`src/exc_pkg.sv`:
```
// constants, state codes and vector numbers of the exception sequencer
//
// Overview of operation
// (RULE1) rank reset, then interrupt, then trap
// (RULE2) take trap whenever program executes
// (RULE3) reset sequence starts at reset release
// (RULE4) interrupt waits for instruction or sequence end
// (RULE5) stack pc, ccr; set mask; vector
// (RULE6) reset skips stacking; mask, vector, run
// (RULE7) own vector per source; reset vector zero
// (RULE8) vectors 0 to 63; 4/2 byte entries
// (RULE9) nmi 7, traps 8-11, irq 12-17
// (RULE10) vectors 1-6, 18, 19 reserved
// (RULE11) reset low halts all processing
// (RULE12) reset initialises cpu and peripherals
// (RULE13) watchdog overflow resets like reset pin
// (RULE14) trap sets user mask when enable clear
// (RULE15) trap field picks trap vector 0-3
// (RULE16) block interrupts until first instruction runs
// (RULE17) running reset held low ten cycles
// (RULE18) entry size from strap caught at reset
package exc_pkg;

  // ==========================================================
  // widths
  localparam int VEC_W = 6;
  localparam int ADDR_W = 16;
  localparam int CCR_W = 8;
  localparam int PC_W = 24;

  // ==========================================================
  // vector numbers
  localparam logic [5:0] VEC_RESET = 6'h00;
  localparam logic [5:0] VEC_SYS_LO = 6'h01;
  localparam logic [5:0] VEC_SYS_HI = 6'h06;
  localparam logic [5:0] VEC_NMI = 6'h07;
  localparam logic [5:0] VEC_TRAP0 = 6'h08;
  localparam logic [5:0] VEC_IRQ0 = 6'h0C;
  localparam logic [5:0] VEC_IRQ5 = 6'h11;
  localparam logic [5:0] VEC_RSV18 = 6'h12;
  localparam logic [5:0] VEC_RSV19 = 6'h13;
  localparam logic [5:0] VEC_INT_LO = 6'h14;
  localparam logic [5:0] VEC_LAST = 6'h3F;

  // ==========================================================
  // vector table entry shift: 4-byte advanced, 2-byte normal
  localparam int SHIFT_ADV = 2;
  localparam int SHIFT_NRM = 1;

  // ==========================================================
  // timing expected from the reset source
  localparam int CLK_NS = 100;
  localparam int RST_HOLD_CYC = 10;

  // ==========================================================
  // sequencer states, one-hot
  typedef enum logic [6:0] {
    ST_RESET = 7'h01,
    ST_RUN = 7'h02,
    ST_PUSH_PC = 7'h04,
    ST_PUSH_CCR = 7'h08,
    ST_SET_MASK = 7'h10,
    ST_FETCH = 7'h20,
    ST_JUMP = 7'h40
  } state_t;

  typedef enum logic [1:0] {
    KIND_RESET = 2'h0,
    KIND_INT = 2'h1,
    KIND_TRAP = 2'h2
  } kind_t;

  // reserved for system use
  function automatic logic vec_reserved(input logic [5:0] v);
    vec_reserved = ((v >= VEC_SYS_LO) && (v <= VEC_SYS_HI)) ||
                   (v == VEC_RSV18) || (v == VEC_RSV19);
  endfunction : vec_reserved

endpackage : exc_pkg

```
`src/exception_priority_vectoring.sv`:
```
// exception sequencer: ranking, stacking, mask setting and vectoring
`timescale 1ns/10ps
`default_nettype none
module exception_priority_vectoring
  import exc_pkg::*;
(
  input wire logic clk,
  input wire logic reset_n,
  input wire logic wdt_overflow,
  input wire logic advanced_mode_cfg,
  input wire logic user_bit_enable,
  input wire logic instr_done,
  input wire logic int_req,
  input wire logic [VEC_W-1:0] int_vec,
  input wire logic trap_instr,
  input wire logic [1:0] trap_num,
  input wire logic [PC_W-1:0] pc_in,
  input wire logic [CCR_W-1:0] cond_code_reg,
  input wire logic stack_ack,
  input wire logic vec_ack,
  input wire logic [PC_W-1:0] vec_data,
  output logic cpu_halt,
  output logic periph_reset_n,
  output logic stack_push,
  output logic [PC_W-1:0] stack_data,
  output logic vec_read,
  output logic [ADDR_W-1:0] vec_addr,
  output logic ccr_set_i,
  output logic ccr_set_ui,
  output logic exec_start,
  output logic [PC_W-1:0] exec_pc,
  output logic int_ack,
  output logic int_blocked
);

  state_t state_q, state_d;
  kind_t kind_q, kind_d;
  logic rst_meta_q, rst_sync_q;
  logic adv_q;
  logic trap_pend_q;
  logic [1:0] trap_num_q;
  logic [VEC_W-1:0] vec_num_q, vec_num_d;
  logic block_q;
  logic int_ok;
  logic take_int, take_trap;

  // ==========================================================
  // reset release
  // two flops keep the release clean of the pin's timing
  always_ff @(posedge clk or negedge reset_n)
  begin
    if (!reset_n)
    begin
      rst_meta_q <= 1'b0;
      rst_sync_q <= 1'b0;
    end
    else
    begin
      rst_meta_q <= 1'b1;
      rst_sync_q <= rst_meta_q;
    end
  end

  vec_addr_gen u_vec_addr (
    .clk(clk),
    .rst_n(rst_sync_q),
    .vec_num(vec_num_q),
    .advanced(adv_q),
    .addr_q(vec_addr)
  );

  // ==========================================================
  // acceptance
  // (RULE10) reserved vector numbers are never accepted
  assign int_ok = int_req && !block_q && !vec_reserved(int_vec) && (int_vec <= VEC_LAST);
  // (RULE4) only at an instruction or sequence boundary
  assign take_int = int_ok && (instr_done || (state_q == ST_JUMP));
  // (RULE2) trap pending or just executed
  assign take_trap = (trap_pend_q || trap_instr) && (instr_done || (state_q == ST_JUMP));

  // ==========================================================
  // sequencer
  always_comb
  begin
    state_d = state_q;
    kind_d = kind_q;
    vec_num_d = vec_num_q;
    case (state_q)
      ST_RESET:
      begin
        // (RULE3) begin at release, (RULE6) straight to mask
        state_d = ST_SET_MASK;
        kind_d = KIND_RESET;
        // (RULE7) reset vector
        vec_num_d = VEC_RESET;
      end
      ST_RUN, ST_JUMP:
      begin
        if (state_q == ST_JUMP)
          state_d = ST_RUN;
        // (RULE1) interrupt ranks above trap
        if (take_int)
        begin
          state_d = ST_PUSH_PC;
          kind_d = KIND_INT;
          // (RULE9) controller supplies nmi/irq/internal vector
          vec_num_d = int_vec;
        end
        else if (take_trap)
        begin
          state_d = ST_PUSH_PC;
          kind_d = KIND_TRAP;
          // (RULE15) trap field picks vector
          vec_num_d = VEC_TRAP0 + VEC_W'(trap_pend_q ? trap_num_q : trap_num);
        end
      end
      // (RULE5) pc first, then ccr
      ST_PUSH_PC:
        if (stack_ack)
          state_d = ST_PUSH_CCR;
      ST_PUSH_CCR:
        if (stack_ack)
          state_d = ST_SET_MASK;
      ST_SET_MASK:
        state_d = ST_FETCH;
      ST_FETCH:
        if (vec_ack)
          state_d = ST_JUMP;
      default:
        state_d = ST_RESET;
    endcase
  end

  // (RULE11) (RULE13) reset pin or watchdog holds reset state
  always_ff @(posedge clk or negedge rst_sync_q)
  begin
    if (!rst_sync_q)
    begin
      state_q <= ST_RESET;
      kind_q <= KIND_RESET;
      vec_num_q <= 6'h00;
    end
    else if (wdt_overflow)
    begin
      state_q <= ST_RESET;
      kind_q <= KIND_RESET;
      vec_num_q <= VEC_RESET;
    end
    else
    begin
      state_q <= state_d;
      kind_q <= kind_d;
      vec_num_q <= vec_num_d;
    end
  end

  // (RULE18) strap caught while in reset state
  always_ff @(posedge clk or negedge rst_sync_q)
  begin
    if (!rst_sync_q)
      adv_q <= 1'b0;
    else if (state_q == ST_RESET)
      adv_q <= advanced_mode_cfg;
  end

  // ==========================================================
  // trap held while an interrupt goes first
  always_ff @(posedge clk or negedge rst_sync_q)
  begin
    if (!rst_sync_q)
    begin
      trap_pend_q <= 1'b0;
      trap_num_q <= 2'h0;
    end
    else if (wdt_overflow)
      trap_pend_q <= 1'b0;
    // (RULE1) queued trap served after interrupt
    else if (trap_instr && (state_d != ST_PUSH_PC || kind_d != KIND_TRAP))
    begin
      trap_pend_q <= 1'b1;
      trap_num_q <= trap_num;
    end
    else if (state_d == ST_PUSH_PC && kind_d == KIND_TRAP)
      trap_pend_q <= 1'b0;
  end

  // ==========================================================
  // post-reset block
  // no stack pointer yet, so stacking would corrupt memory
  always_ff @(posedge clk or negedge rst_sync_q)
  begin
    if (!rst_sync_q)
      block_q <= 1'b1;
    // (RULE16) armed by reset, freed by first instruction
    else if (wdt_overflow || state_q == ST_RESET)
      block_q <= 1'b1;
    else if (state_q == ST_RUN && instr_done)
      block_q <= 1'b0;
  end

  // ==========================================================
  // registered outputs
  always_ff @(posedge clk or negedge rst_sync_q)
  begin
    if (!rst_sync_q)
    begin
      cpu_halt <= 1'b1;
      periph_reset_n <= 1'b0;
      stack_push <= 1'b0;
      stack_data <= 24'h000000;
      vec_read <= 1'b0;
      ccr_set_i <= 1'b0;
      ccr_set_ui <= 1'b0;
      exec_start <= 1'b0;
      exec_pc <= 24'h000000;
      int_ack <= 1'b0;
      int_blocked <= 1'b1;
    end
    else
    begin
      // (RULE12) peripherals held in reset with the cpu
      cpu_halt <= wdt_overflow || (state_d == ST_RESET);
      periph_reset_n <= !(wdt_overflow || (state_d == ST_RESET));
      stack_push <= !wdt_overflow && (state_d == ST_PUSH_PC || state_d == ST_PUSH_CCR);
      if (state_d == ST_PUSH_CCR)
        stack_data <= PC_W'(cond_code_reg);
      else if (state_d == ST_PUSH_PC)
        stack_data <= pc_in;
      vec_read <= !wdt_overflow && (state_d == ST_FETCH);
      // (RULE5) mask bit set after stacking
      ccr_set_i <= !wdt_overflow && (state_d == ST_SET_MASK);
      // (RULE14) user mask too on a trap when enable is clear
      ccr_set_ui <= !wdt_overflow && (state_d == ST_SET_MASK) &&
                    (kind_d == KIND_TRAP) && !user_bit_enable;
      exec_start <= !wdt_overflow && (state_d == ST_JUMP);
      if (state_q == ST_FETCH && vec_ack)
        exec_pc <= vec_data;
      // only an acceptance from run or jump counts, never a stray boundary mid-sequence
      int_ack <= !wdt_overflow && take_int && (state_d == ST_PUSH_PC) &&
                 (state_q == ST_RUN || state_q == ST_JUMP);
      int_blocked <= block_q;
    end
  end

endmodule : exception_priority_vectoring
`default_nettype wire

```
`src/vec_addr_gen.sv`:
```
// vector number to vector table address, registered
`timescale 1ns/10ps
`default_nettype none
module vec_addr_gen
  import exc_pkg::*;
(
  input wire logic clk,
  input wire logic rst_n,
  input wire logic [VEC_W-1:0] vec_num,
  input wire logic advanced,
  output logic [ADDR_W-1:0] addr_q
);

  logic [ADDR_W-1:0] addr_d;

  // ==========================================================
  // address forming
  always_comb
  begin
    // (RULE8) entry size by mode
    if (advanced)
      addr_d = ADDR_W'({10'h000, vec_num} << SHIFT_ADV);
    else
      addr_d = ADDR_W'({10'h000, vec_num} << SHIFT_NRM);
  end

  always_ff @(posedge clk or negedge rst_n)
  begin
    if (!rst_n)
      addr_q <= 16'h0000;
    else
      addr_q <= addr_d;
  end

endmodule : vec_addr_gen
`default_nettype wire

```
`config.mk`:
```
export PLATFORM = sky130hd
export DESIGN_NAME = exception_priority_vectoring
export DESIGN_NICKNAME = d
export VERILOG_FILES = /design/src/exc_pkg.sv /design/src/exception_priority_vectoring.sv /design/src/vec_addr_gen.sv
export SDC_FILE = /design/constraint.sdc
export NUM_CORES = 1
export LEC_CHECK = 0
export BUFFER_PORTS_ARGS = -buffer_cell sky130_fd_sc_hd__buf_2
export CAP_MARGIN = 20
export CORE_UTILIZATION = 49
export CTS_CLUSTER_DIAMETER = 40
export DETAILED_ROUTE_END_ITERATION = 10
export PLACE_DENSITY = 0.8
export REMOVE_ABC_BUFFERS = 1
export SLEW_MARGIN = 20
export SYNTH_ARGS = -nofsm -noshare
export SYNTH_HDL_FRONTEND = slang
export SYNTH_SLANG_ARGS = --single-unit
export TNS_END_PERCENT = 10
```
`constraint.sdc`:
```
create_clock -name clk -period 3.2 [get_ports clk]
set_input_delay 0.48 -clock clk [delete_from_list [all_inputs] [get_ports clk]]
set_output_delay 0.48 -clock clk [all_outputs]
set_load 0.03 [all_outputs]
```
After elaboration in Yosys (flattened, before gate mapping)
Cells that the tools add are included.
Storage, ports and cells
  output and inout bits: 73
  bits in registers: 95
  logic and storage cells: 110
Operators by class
  bitwise operators: 1
  eq/ne operators: 19
  reductions and logical operators: 40
  muxes and demuxes: 25
  add/sub/neg operators: 1
  order comparisons: 3
Operators by type and width (number)
  7-bit 2-to-1 mux: 7
  24-bit 2-to-1 mux: 2
  7-bit case mux with 6 select lines: 1
  1-bit logical AND: 19
  6-bit 2-to-1 mux: 3
  7-bit by 1-bit equality test with 1-bit output, second input constant: 2
  7-bit by 3-bit equality test with 1-bit output, second input constant: 2
  7-bit by 4-bit equality test with 1-bit output, second input constant: 2
  7-bit by 5-bit equality test with 1-bit output, second input constant: 2
  7-bit by 6-bit equality test with 1-bit output, second input constant: 2
  7-bit equality test, second input constant: 2
  6-bit by 5-bit equality test with 1-bit output, second input constant: 2
  6-bit case mux with 2 select lines: 1
  1-bit logical OR: 9
  2-bit 2-to-1 mux: 4
  8-bit 2-to-1 mux: 1
  7-bit by 2-bit equality test with 1-bit output, second input constant: 1
  7-bit by 3-bit != test with 1-bit output, second input constant: 1
  6-bit by 1-bit greater-or-equal comparator with 1-bit output, second input constant: 1
  6-bit by 3-bit less-or-equal comparator with 1-bit output, second input constant: 1
  6-bit less-or-equal comparator, second input constant: 1
  3-bit nonzero test: 2
  4-bit by 2-bit adder with 5-bit output, first input constant: 1
  1-bit logical NOT: 5
  other kinds (9): 15

Longest topological paths before layout
Gate-level depths: netlist of run 1.
  word-level depth: 15
  gate-level depth with buffers: 9

Modules after synthesis
From an unflattened synthesis of run 1, not the netlist that was laid out.
Unflattened totals
  cell total of the unflattened synthesis: 331
  area total of the unflattened synthesis: 3793.6 um^2
Modules (own cells, without submodules)
  exception_priority_vectoring: cells an instance 306, times used 1, area each 3444.6 um^2
  vec_addr_gen: cells an instance 25, times used 1, area each 349.1 um^2

Least setup slack after synthesis of run 1
OpenSTA, ideal clock, no wires.
  path type: reg2reg
  from: reg state_q[0]
  to: reg vec_num_q[0]
  arrival: 1869 ps
  setup slack: 1204 ps
  path buffers: 1
  stages on the path, launching flop included: 8
  cells stage by stage: dfstp_2 -> buf_2 -> nor2_1 -> a31oi_1 -> a311o_4 -> nand2_2 -> a21oi_2 -> mux2_1
Between the ends
  longest elaborated chain between the ends: 6
RTL lines
  start, declared: line exception_priority_vectoring.sv:36  | state_t state_q, state_d;
  start signal, assigned: line exception_priority_vectoring.sv:151  | state_q <= state_d;
  7-bit equality test: line exception_priority_vectoring.sv:77, exception_priority_vectoring.sv:79, exception_priority_vectoring.sv:88
  1-bit logical OR: line exception_priority_vectoring.sv:77, exception_priority_vectoring.sv:79
  1-bit logical AND: line exception_priority_vectoring.sv:77  | assign take_int = int_ok && (instr_done || (state_q == ST_JUMP));
  6-bit 2-to-1 mux: line exception_priority_vectoring.sv:102  | if (take_int)
  6-bit case mux with 2 select lines: line exception_priority_vectoring.sv:88  | case (state_q)
  6-bit 2-to-1 mux: line exception_priority_vectoring.sv:143  | else if (wdt_overflow)
  end signal, assigned: line exception_priority_vectoring.sv:153  | vec_num_q <= vec_num_d;
  end, declared: line exception_priority_vectoring.sv:42  | logic [VEC_W-1:0] vec_num_q, vec_num_d;
Parallel ways exist; a longest one is shown, timed or not.
A chain may end at the register's enable or synchronous reset.

Worst setup path in the final report of run 1
  from: reg state_q[1]
  to: reg stack_data[6]
Between the ends
  longest elaborated chain between the ends: 8
RTL lines
  7-bit equality test
  1-bit logical OR: line exception_priority_vectoring.sv:77, exception_priority_vectoring.sv:79
  1-bit logical AND: line exception_priority_vectoring.sv:79  | assign take_trap = (trap_pend_q || trap_instr) && (instr_done || (state_q == ST_JUMP));
  7-bit 2-to-1 mux: line exception_priority_vectoring.sv:109  | else if (take_trap)
  7-bit 2-to-1 mux: line exception_priority_vectoring.sv:102
  7-bit case mux with 6 select lines (*): line exception_priority_vectoring.sv:88
  7-bit by 4-bit equality test with 1-bit output / 7-bit by 3-bit equality test with 1-bit output (equally long branches): line exception_priority_vectoring.sv:225, exception_priority_vectoring.sv:227
  24-bit 2-to-1 mux / 2-bit nonzero test (equally long branches)
  end signal, assigned: line exception_priority_vectoring.sv:226  | stack_data <= PC_W'(cond_code_reg);
  end signal, assigned: line exception_priority_vectoring.sv:228  | stack_data <= pc_in;
  end, declared: line exception_priority_vectoring.sv:25  | output logic [PC_W-1:0] stack_data,
Mark *: on every way between the ends. The rest lies on a longest branch, timed or not.

==> run metrics, run 1 <==
count of flip-flops with a built-in enable after synthesis=0; cell row count=31; Power Dens Cells=539 nW/um^2; cell types with the highest counts after synthesis=sky130_fd_sc_hd__dfrtp_1, sky130_fd_sc_hd__nor2_1, sky130_fd_sc_hd__mux2_2, sky130_fd_sc_hd__inv_1, sky130_fd_sc_hd__a21oi_1; largest area contributor in the netlist=sky130_fd_sc_hd__dfrtp_1; worst setup path class=reg2reg; Synth top area share=54.5%; Die Width=~90 um; Sequential Power Share=about 50%; postcts setup bufs=0; crit start category=register; number of antenna violations at the first check in global routing=0; maximum root-to-sink buffer count=2; min-delay worst type=reg2async; switching power as a share of total power=30.5%; via count of the routed design=2881; Fmax achieved=~450 MHz; CTS Buf Count=9; Max-cap violations=0; setup repair after global routing missed its margin=no; CTS root buffer=sky130_fd_sc_hd__clkbuf_8; maximum number of pins on one net before global-route repair=85; number of DRC violations after detailed-routing iteration 0=107; Initial Util=51.3%; number of setup violations in the final report=0; RR Startpoint=state_q[1]$_DFF_PN0_; clock skew=0.0117 ns; number of nets with antenna violations after routing=0; vias in the first global route=2695; synthesized area per cell=between 10 and 15 um^2; WP data arrival=2.47 ns; sequential element share of the synthesized area=57.3%; Post-DP HPWL=5520 um; total number of clock tree sinks=86; main flop type after synthesis=sky130_fd_sc_hd__dfrtp_1; internal power=1.76 mW; Die ar.=8030 um^2; first drt pass iteration count=4; end of the worst register-to-register path=stack_data[6]$_DFFE_PN0P_; share of flip-flops with an asynchronous set or reset after synthesis=100%; routability-driven placement congestion ratio=0.944; number of input and output port buffers inserted=around 140; critical path required time=3.47 ns; detailed-route wire length=approximately 7600 um; fraction of final layout cells with drive strength greater than 1=43.8%; Clock power frac=29.4%; H-tree levels=3; Hold Vio Cnt, Final=0; Die Ht=89.6 um; FILL cells=604; Warnings, synthesis=0; clk slew on worst S/H paths=about 0.090 ns; net load switching power=0.775 mW; area inside the core boundary=7330 um^2; status=completed; max-slew violation count=0; CP endpoint kind=register; peak ir drop on the vdd network=272 uV; routed length per placed instance=13.5 um; number of distinct library cells after synthesis=47; Netlist Area Pre-Place=about 3800 um^2; global-route wire length before repair=12000 um; register bit count reported by yosys=86; normalized max-slew margin=54.5%; CTS tree=yes; setup TNS=0 ns; dominant cell by count in the synthesized netlist=sky130_fd_sc_hd__dfrtp_1; growth of design area from synthesis to finish=25.2%; number of inserted diodes=0; final critical path time including I/O delays and setup=2.20 ns; Design Power=2.54 mW; most area-consuming cells after synthesis=sky130_fd_sc_hd__dfrtp_1, sky130_fd_sc_hd__mux2_2, sky130_fd_sc_hd__mux2i_1; transition time of the tightest slew-check pin=between 0.6 and 0.7 ns; reg-to-reg setup timing slack=about 1 ns; detailed-route vias per instance=5.12; clock latency on the worst-skew pair=0.34 ns; Final Net Count=533; drt drc=0; leakage component of the power=2.62 nW; overflow left after global routing=0; proportion of power drawn by combinational gates=between 20% and 30%; Tot GR Track Use=19.7%; Worst Reg2Reg Path Length in Cells=5; maximum fanout encountered on the critical timing path=15; final worst-path cycle share=68.8%; instance count of the mapped netlist=325; Boundary Pins=between 100 and 150
==> logic make-up (layout without fill, tap and decap cells) <==
group                  count (synthesis)  in the layout  share of synthesized area [%]
AO/OA/AOI/OAI                         63             63                           11.3
XOR/XNOR                               2              2                          0.466
buffers and inverters                 44            175                           5.65
flip-flops                            86             86                           57.3
multiplexers                          48             48                           13.9
other                                  2             10                          0.200
AND/OR/NAND/NOR                       80             80                           11.1
==> repair_timing <==
item                                   CTS  global route
endpoints found under the hold margin    2             0
hold buffers                             1             0
gates resized for setup                  0             0
==> sequential cells by signal, summed over array words and instances (netlist names), 2 cells and up <==
name	flops
trap_num_q	2
u_vec_addr.addr_q	7
exec_pc	24
stack_data	24
kind_q	2
state_q	7
vec_num_q	6
==> worst max path at each step <==
stage,end,from,cells past startpoint
2_1_floorplan,adv_q$_DFFE_PN0P_,rst_sync_q$_DFF_PN0_,0
3_3_place_gp,stack_data[21]$_DFFE_PN0P_,int_vec[0],8
3_5_place_dp,stack_data[15]$_DFFE_PN0P_,int_vec[0],8
4_1_cts,stack_data[6]$_DFFE_PN0P_,state_q[1]$_DFF_PN0_,5
5_1_grt,stack_data[6]$_DFFE_PN0P_,state_q[1]$_DFF_PN0_,5
6_report,stack_data[6]$_DFFE_PN0P_,state_q[1]$_DFF_PN0_,5
==> metrics by stage <==
step | hold slack (ns) | worst slack [ns] | utilization (%) | std cells | area [um^2]
finish | 0.288 | 0.997 | 64.3 | 563 | 4710
global route | 0.289 | 0.753 | 64.3 | 563 | 4710
CTS | 0.276 | 1.00 | 63.9 | 562 | 4680
detailed placement | 0.272 | 1.00 | 61.1 | 545 | 4480
global placement | 0.265 | 1.05 | 61.1 | 545 | 4480
floorplan | 0.184 | 0.634 | - | 307 | 3650
==> cells in the final DEF, fill, tap and decap left out, types with 4 or more instances in the layout <==
cell / n
sky130_fd_sc_hd__mux2i_1: 13
sky130_fd_sc_hd__inv_1: 18
sky130_fd_sc_hd__nor3_1: 5
sky130_fd_sc_hd__nand2_1: 6
sky130_fd_sc_hd__mux2_2: 32
sky130_fd_sc_hd__dfstp_2: 4
sky130_fd_sc_hd__nand3_1: 8
sky130_fd_sc_hd__buf_2: 137
sky130_fd_sc_hd__nor2_1: 33
sky130_fd_sc_hd__conb_1: 10
sky130_fd_sc_hd__o21ai_0: 12
sky130_fd_sc_hd__dfrtp_1: 81
sky130_fd_sc_hd__nor2b_1: 6
sky130_fd_sc_hd__and2_1: 4
sky130_fd_sc_hd__a31oi_1: 4
sky130_fd_sc_hd__a21oi_1: 16
sky130_fd_sc_hd__o22ai_1: 9
sky130_fd_sc_hd__clkbuf_8: 10
==> layer usage <==
layer	global-route usage (%)	wire, um	part of all wire [%]
met5	0	0	0
met1	24.7	3250	43
met3	4.20	481	6.3
met2	33.6	3770	50
met4	7.36	84	1.1
==> power groups by stage <==
stage	clock network, mW	logic, mW	registers, mW
2_1_floorplan	0	0.168	1.46
4_1_cts	0.764	0.523	1.27
6_report	0.745	0.532	1.26
3_3_place_gp	0	0.509	1.29
3_5_place_dp	0	0.521	1.30
5_1_grt	0.803	0.582	1.28
==> worst max-delay path, cell delays in order (launching register included) <==
cell and delay [ns]:
sky130_fd_sc_hd__dfrtp_1 0.51, sky130_fd_sc_hd__or3_1 0.41, sky130_fd_sc_hd__nor3_1 0.27, sky130_fd_sc_hd__nand2_1 0.38, sky130_fd_sc_hd__and2_1 0.37, sky130_fd_sc_hd__a21oi_1 0.19
==> area by class of cell <==
| class | instances | area [um^2] | area share (%) |
|---|---|---|---|
| flip-flops and latches | 86 | 2160 | 45.9 |
| multi-input cells | 203 | 1420 | 30.2 |
| repair buffers | 141 | 738 | 15.7 |
| clock buffers | 10 | 138 | 2.92 |
| well taps | 99 | 124 | 2.63 |
| inverters | 18 | 67.6 | 1.43 |
| clock inverters | 6 | 61.3 | 1.30 |
Power figures use the tool's default switching activity.
==> run 2: changes to the inputs <==
==> constraint.sdc (replaced) <==
create_clock -name clk -period 2.3 [get_ports clk]
set_input_delay 0.345 -clock clk [delete_from_list [all_inputs] [get_ports clk]]
set_output_delay 0.345 -clock clk [all_outputs]
set_load 0.03 [all_outputs]
==> run 2 against run 1 <==
Compared with the run above: sequential share of layout area down 0.81 points; critical path depth up 1; sequential power up 40%; register-to-register slack worse by 0.83 ns; combinational power up 39%; count of clock-buffer cells in the layout unchanged.
==> run metrics, run 2 (synthesis results as in run 1) <==
fraction of final layout cells with drive strength greater than 1=between 40% and 50%; detailed-route wire length=between 7000 and 8000 um; worst hold path stage count=2; number of setup violations in the final report=0; CTS Buf Count=9; number of nets with antenna violations after routing=0; Final Net Count=roughly 540; area used by multi-input combinational logic=1420 um^2; Initial Util=about half; clock skew=between 0.01 and 0.015 ns; normalized max-slew margin=56.5%; growth of design area from synthesis to finish=27.5%; Die ar.=around 8000 um^2; critical path required time=~2.5 ns; first drt pass iteration count=4; final worst-path cycle share=between 90 and 100%; max-slew violation count=0; Boundary Pins=147; maximum root-to-sink buffer count=2; Reg area=2160 um^2; FILL cells=between 500 and 600; setup TNS=0 ns; final-layout worst hold slack=between 0.1 and 0.15 ns; total number of clock tree sinks=86; worst setup path class=reg2reg; Regs by FF count=exec_pc: 24 flops, stack_data: 24 flops; Tot GR Track Use=19.8%; most common cell after layout, fill and taps aside=sky130_fd_sc_hd__buf_2; min-delay worst type=in2reg; crit start category=register; maximum fanout encountered on the critical timing path=11; routability-driven placement congestion ratio=slightly above 0.9; Power Dens Cells=798 nW/um^2; number of DRC violations after detailed-routing iteration 0=between 100 and 150; peak ir drop on the vdd network=between 400 and 500 uV; WP data arrival=roughly 2.4 ns; Worst Reg2Reg Path Length in Cells=6; Design Power=3.83 mW; overflow left after global routing=0; via count of the routed design=about 2900; clock latency on the worst-skew pair=0.34 ns; Post-CTS Hold Buffers=1; drt drc=0; routed length per placed instance=13.2 um; H-tree levels=3; transition time of the tightest slew-check pin=0.652 ns; Die Width=89.6 um; Placed Area=4530 um^2; clk slew on worst S/H paths=0.08 ns; status=completed; cell area after layout=4800 um^2; Fmax achieved=468 MHz; Post-DP HPWL=5620 um; cell row count=31; postcts setup bufs=0; setup repair after global routing missed its margin=no; commonest non-fill, non-tap cells in the layout=sky130_fd_sc_hd__buf_2, sky130_fd_sc_hd__dfrtp_1, sky130_fd_sc_hd__nor2_1; leakage component of the power=between 2 and 3 nW; CTS root buffer=sky130_fd_sc_hd__clkbuf_8; post-CTS resize count=0; detailed-route vias per instance=between 5 and 6; utilization after layout=65.4%; Max-cap violations=0; maximum number of pins on one net before global-route repair=54; Die Ht=89.6 um; global-route wire length before repair=12000 um; Hold Vio Cnt, Final=0; area inside the core boundary=roughly 7300 um^2; CP endpoint kind=register; number of input and output port buffers inserted=roughly 140; number of inserted diodes=0; vias in the first global route=roughly 2700; number of antenna violations at the first check in global routing=0; final critical path time including I/O delays and setup=2.14 ns; CTS tree=yes
## run 2: cell types whose count changed in the layout (fill, tap and decap cells not counted)
cell | previous run | this run
sky130_fd_sc_hd__buf_4 | 2 | 6
sky130_fd_sc_hd__clkbuf_1 | 0 | 1
sky130_fd_sc_hd__bufinv_16 | 1 | 4
sky130_fd_sc_hd__clkinvlp_4 | 1 | 0
sky130_fd_sc_hd__buf_16 | 1 | 0
sky130_fd_sc_hd__clkbuf_8 | 10 | 9
sky130_fd_sc_hd__clkinv_2 | 3 | 1
sky130_fd_sc_hd__buf_12 | 0 | 1
## run 2: worst max-delay path, cell delays in order, from the launching register on
cell and delay (ns):
sky130_fd_sc_hd__dfrtp_1 0.54, sky130_fd_sc_hd__nor2b_1 0.31, sky130_fd_sc_hd__a31oi_1 0.18, sky130_fd_sc_hd__a311o_4 0.47
sky130_fd_sc_hd__nand2_2 0.09, sky130_fd_sc_hd__a21oi_2 0.09, sky130_fd_sc_hd__mux2_1 0.33
## run 2: area by class of cell
class | count | share of cell area, %
sequential | 86 | 45.0
multi-input combinational | 203 | 29.7
timing repair buffer | 145 | 15.9
clock inverter | 6 | 2.79
clock buffer | 10 | 2.66
tap | 99 | 2.58
inverter | 18 | 1.41
## run 2: report_power, final
part           leakage [nW]  internal [mW]  switching (mW)
clock                 0.130          0.832           0.503
sequential             1.12           1.66           0.104
combinational          1.42          0.274           0.462
## run 2: final timing paths
| kind | startpoint | end | slack (ns) |
|---|---|---|---|
| max | state_q[6]$_DFF_PN0_ | vec_num_q[1]$_DFFE_PN0P_ | 0.16 |
| min | user_bit_enable | ccr_set_ui$_DFF_PN0_ | 0.15 |
| min in group asynchronous | reset_n | rst_meta_q$_DFF_PN0_ | 0.31 |
| max reg2reg | state_q[6]$_DFF_PN0_ | vec_num_q[1]$_DFFE_PN0P_ | 0.16 |
| min reg2reg | rst_sync_q$_DFF_PN0_ | stack_data[18]$_DFFE_PN0P_ | 0.37 |
| max in group asynchronous | rst_sync_q$_DFF_PN0_ | cpu_halt$_DFF_PN1_ | 1.19 |
## run 2: stage by stage
step | instances | setup WS [ns]
floorplan | 307 | -0.266
global placement | 550 | 0.254
detailed placement | 550 | 0.197
CTS | 567 | 0.182
global route | 567 | 0.00128
finish | 567 | 0.165
## run 2: metal layers
metal,vias up,global-route usage (%),wire [um]
met5,-,0,0
met2,115,33.7,3670
met4,0,8.08,71
met3,10,4.48,500
met1,1351,24.4,3220
li1,1392,-,-
==> run 3: changes to the inputs <==
--- a/config.mk
+++ b/config.mk
@@ -7,10 +7,13 @@
 export LEC_CHECK = 0
 export BUFFER_PORTS_ARGS = -buffer_cell sky130_fd_sc_hd__buf_2
 export CAP_MARGIN = 20
-export CORE_UTILIZATION = 49
+export CELL_PAD_IN_SITES_DETAIL_PLACEMENT = 0
+export CELL_PAD_IN_SITES_GLOBAL_PLACEMENT = 1
+export CORE_UTILIZATION = 37
 export CTS_CLUSTER_DIAMETER = 40
+export CTS_CLUSTER_SIZE = 10
 export DETAILED_ROUTE_END_ITERATION = 10
-export PLACE_DENSITY = 0.8
+export PLACE_DENSITY_LB_ADDON = 0.1
 export REMOVE_ABC_BUFFERS = 1
 export SLEW_MARGIN = 20
 export SYNTH_ARGS = -nofsm -noshare
==> run 3 against run 2 <==
Compared with the run above: via count increased by 1.1%; cell area increased by 0.47%; non-clock buffer count increased by 5; sequential power about the same; count of clock-buffer cells in the layout increased by 1; power decreased by 5.4%; register-to-register slack about the same; combinational power increased by 5.0%; critical path depth unchanged; largest cell class unchanged; hold slack improved by 0.0092 ns; clock power decreased by 17%; sequential share of layout area decreased by 0.21 points.
==> run metrics, run 3 (synthesis results as in run 1) <==
family of cells with the greatest summed delay on the critical path=compound AO/OA/AOI/OAI gates; Die Ht=between 100 and 150 um; area inside the core boundary=a little under 10000 um^2; setup slack after layout=0.156 ns; number of standard cells in the layout, taps in and fillers out=605; slowest cell on the critical path=sky130_fd_sc_hd__dfrtp_1; global-route wire length before repair=13000 um; vias in the first global route=2692; GR Util met3=3.73%; status=completed; clock skew=approximately 0.011 ns; most heavily used metal layer in global routing=met2; internal power=2.55 mW; cell row count=36; routed length per placed instance=13.8 um; Max-cap violations=0; total number of clock tree sinks=86; Power Dens Cells=752 nW/um^2; setup repair after global routing missed its margin=no; maximum root-to-sink buffer count=2; Sequential Power Share=48.0%; leakage component of the power=2.66 nW; global routing usage on met1=21.5%; overflow left after global routing=0; number of antenna violations at the first check in global routing=0; clock latency on the worst-skew pair=0.35 ns; Boundary Pins=147; clk slew on worst S/H paths=approximately 0.080 ns; final critical path time including I/O delays and setup=between 2 and 2.5 ns; Clock power frac=30.7%; CTS Buf Count=9; CP endpoint kind=register; routability-driven placement congestion ratio=0.900; FILL cells=960; Design Power=between 3 and 4 mW; number of inserted diodes=0; min-delay worst type=in2reg; normalized max-slew margin=around 66%; proportion of power drawn by combinational gates=21.3%; maximum fanout encountered on the critical timing path=11; detailed-route vias per instance=4.79; number of DRC violations after detailed-routing iteration 0=84; critical path required time=2.53 ns; commonest non-fill, non-tap cells in the layout=sky130_fd_sc_hd__buf_2, sky130_fd_sc_hd__dfrtp_1, sky130_fd_sc_hd__nor2_1; transition time of the tightest slew-check pin=slightly above 0.5 ns; Hold Vio Cnt, Final=0; switching power as a share of total power=~30%; Regs by FF count=exec_pc: 24 flops, stack_data: 24 flops; CTS root buffer=sky130_fd_sc_hd__clkbuf_8; Fmax achieved=466 MHz; worst setup slack before clock tree synthesis=0.188 ns; number of input and output port buffers inserted=137; net load switching power=1.08 mW; Tot GR Track Use=16.4%; area used by multi-input combinational logic=between 1000 and 1500 um^2; via count of the routed design=2900; slowest cell delay on critical path=0.54 ns; crit start category=register; peak ir drop on the vdd network=roughly 290 uV; Final Net Count=542; WP data arrival=2.38 ns; fraction of final layout cells with drive strength greater than 1=between 40% and 50%; Die Width=103 um; most common cell after layout, fill and taps aside=sky130_fd_sc_hd__buf_2; Die ar.=10600 um^2; H-tree levels=3; number of nets with antenna violations after routing=0; detailed-route wire length=8320 um; cell chain of the critical path=nor2b_1 -> a31oi_1 -> a311o_4 -> nand2_2 -> a21oi_2 -> mux2_1; cell count after placement=between 500 and 600; maximum number of pins on one net before global-route repair=44; drt drc=0; CTS tree=yes; Initial Util=38.3%; first drt pass iteration count=4; max-slew violation count=0; Post-DP HPWL=approximately 6300 um; growth of design area from synthesis to finish=28.1%; Reg area=2160 um^2; worst setup path class=reg2reg; postcts setup bufs=0; sum of buffers and inverters on the critical path=0; final worst-path cycle share=between 90% and 100%; routing usage on met2=25.3%; number of setup violations in the final report=0
run 3: changes by cell type in the layout (fill, tap and decap cells not counted), sizes merged:
| cell | previous run | this run |
|---|---|---|
| bufinv | 4 | 2 |
| clkbuf | 10 | 11 |
| clkinvlp | 0 | 1 |
| clkinv | 2 | 1 |
| buf | 144 | 149 |
run 3: final cells by class:
cell class	instances	share of cell area, %
repair buffers	150	16.6
flip-flops and latches	86	44.8
well taps	133	3.45
multi-input cells	203	29.5
inverters	18	1.40
clock buffers	11	2.73
clock inverters	4	1.51
run 3: final timing paths:
kind	start	cells after the start	slack [ns]	to
max	state_q[6]$_DFF_PN0_	6	0.16	vec_num_q[0]$_DFFE_PN0P_
min	user_bit_enable	2	0.15	ccr_set_ui$_DFF_PN0_
max reg2reg	state_q[6]$_DFF_PN0_	6	0.16	vec_num_q[0]$_DFFE_PN0P_
min reg2reg	rst_sync_q$_DFF_PN0_	1	0.28	exec_pc[1]$_DFFE_PN0P_
max in group asynchronous	rst_sync_q$_DFF_PN0_	1	1.53	kind_q[0]$_DFF_PN0_
min in group asynchronous	rst_sync_q$_DFF_PN0_	1	0.28	exec_pc[1]$_DFFE_PN0P_
run 3: layer usage:
metal / part of all wire, % / wire length (um) / vias up
met1: 45 / 3770 / 1389
met3: 6.8 / 564 / 13
met5: 0 / 0 / -
met2: 46 / 3830 / 106
li1: - / - / 1392
met4: 1.9 / 162 / 0
run 3: power by group through the flow:
stage / Clock, mW / Sequential, mW / Combinational (mW)
5_1_grt: 1.20 / 1.76 / 0.846
3_3_place_gp: 0 / 1.76 / 0.776
3_5_place_dp: 0 / 1.77 / 0.781
2_1_floorplan: 0 / 2.03 / 0.233
6_report: 1.11 / 1.74 / 0.774
4_1_cts: 1.15 / 1.74 / 0.784
run 3: what timing repair did:
action / 4_1_cts / 5_1_grt
resized for setup: 0 / 0
hold buffers: 1 / 0
endpoints found under the setup margin: 0 / 0
endpoints found under the hold margin: 2 / 0
run 3: stage by stage:
step	cell area (um^2)	setup TNS, ns	hold slack, ns	utilization [%]
3_5_place_dp	4610	0	0.132	46.9
6_report	4820	0	0.154	49.1
5_1_grt	4820	0	0.140	49.1
3_3_place_gp	4610	0	0.131	46.9
2_1_floorplan	3650	-21.29	0.0494	-
4_1_cts	4820	0	0.125	49.1
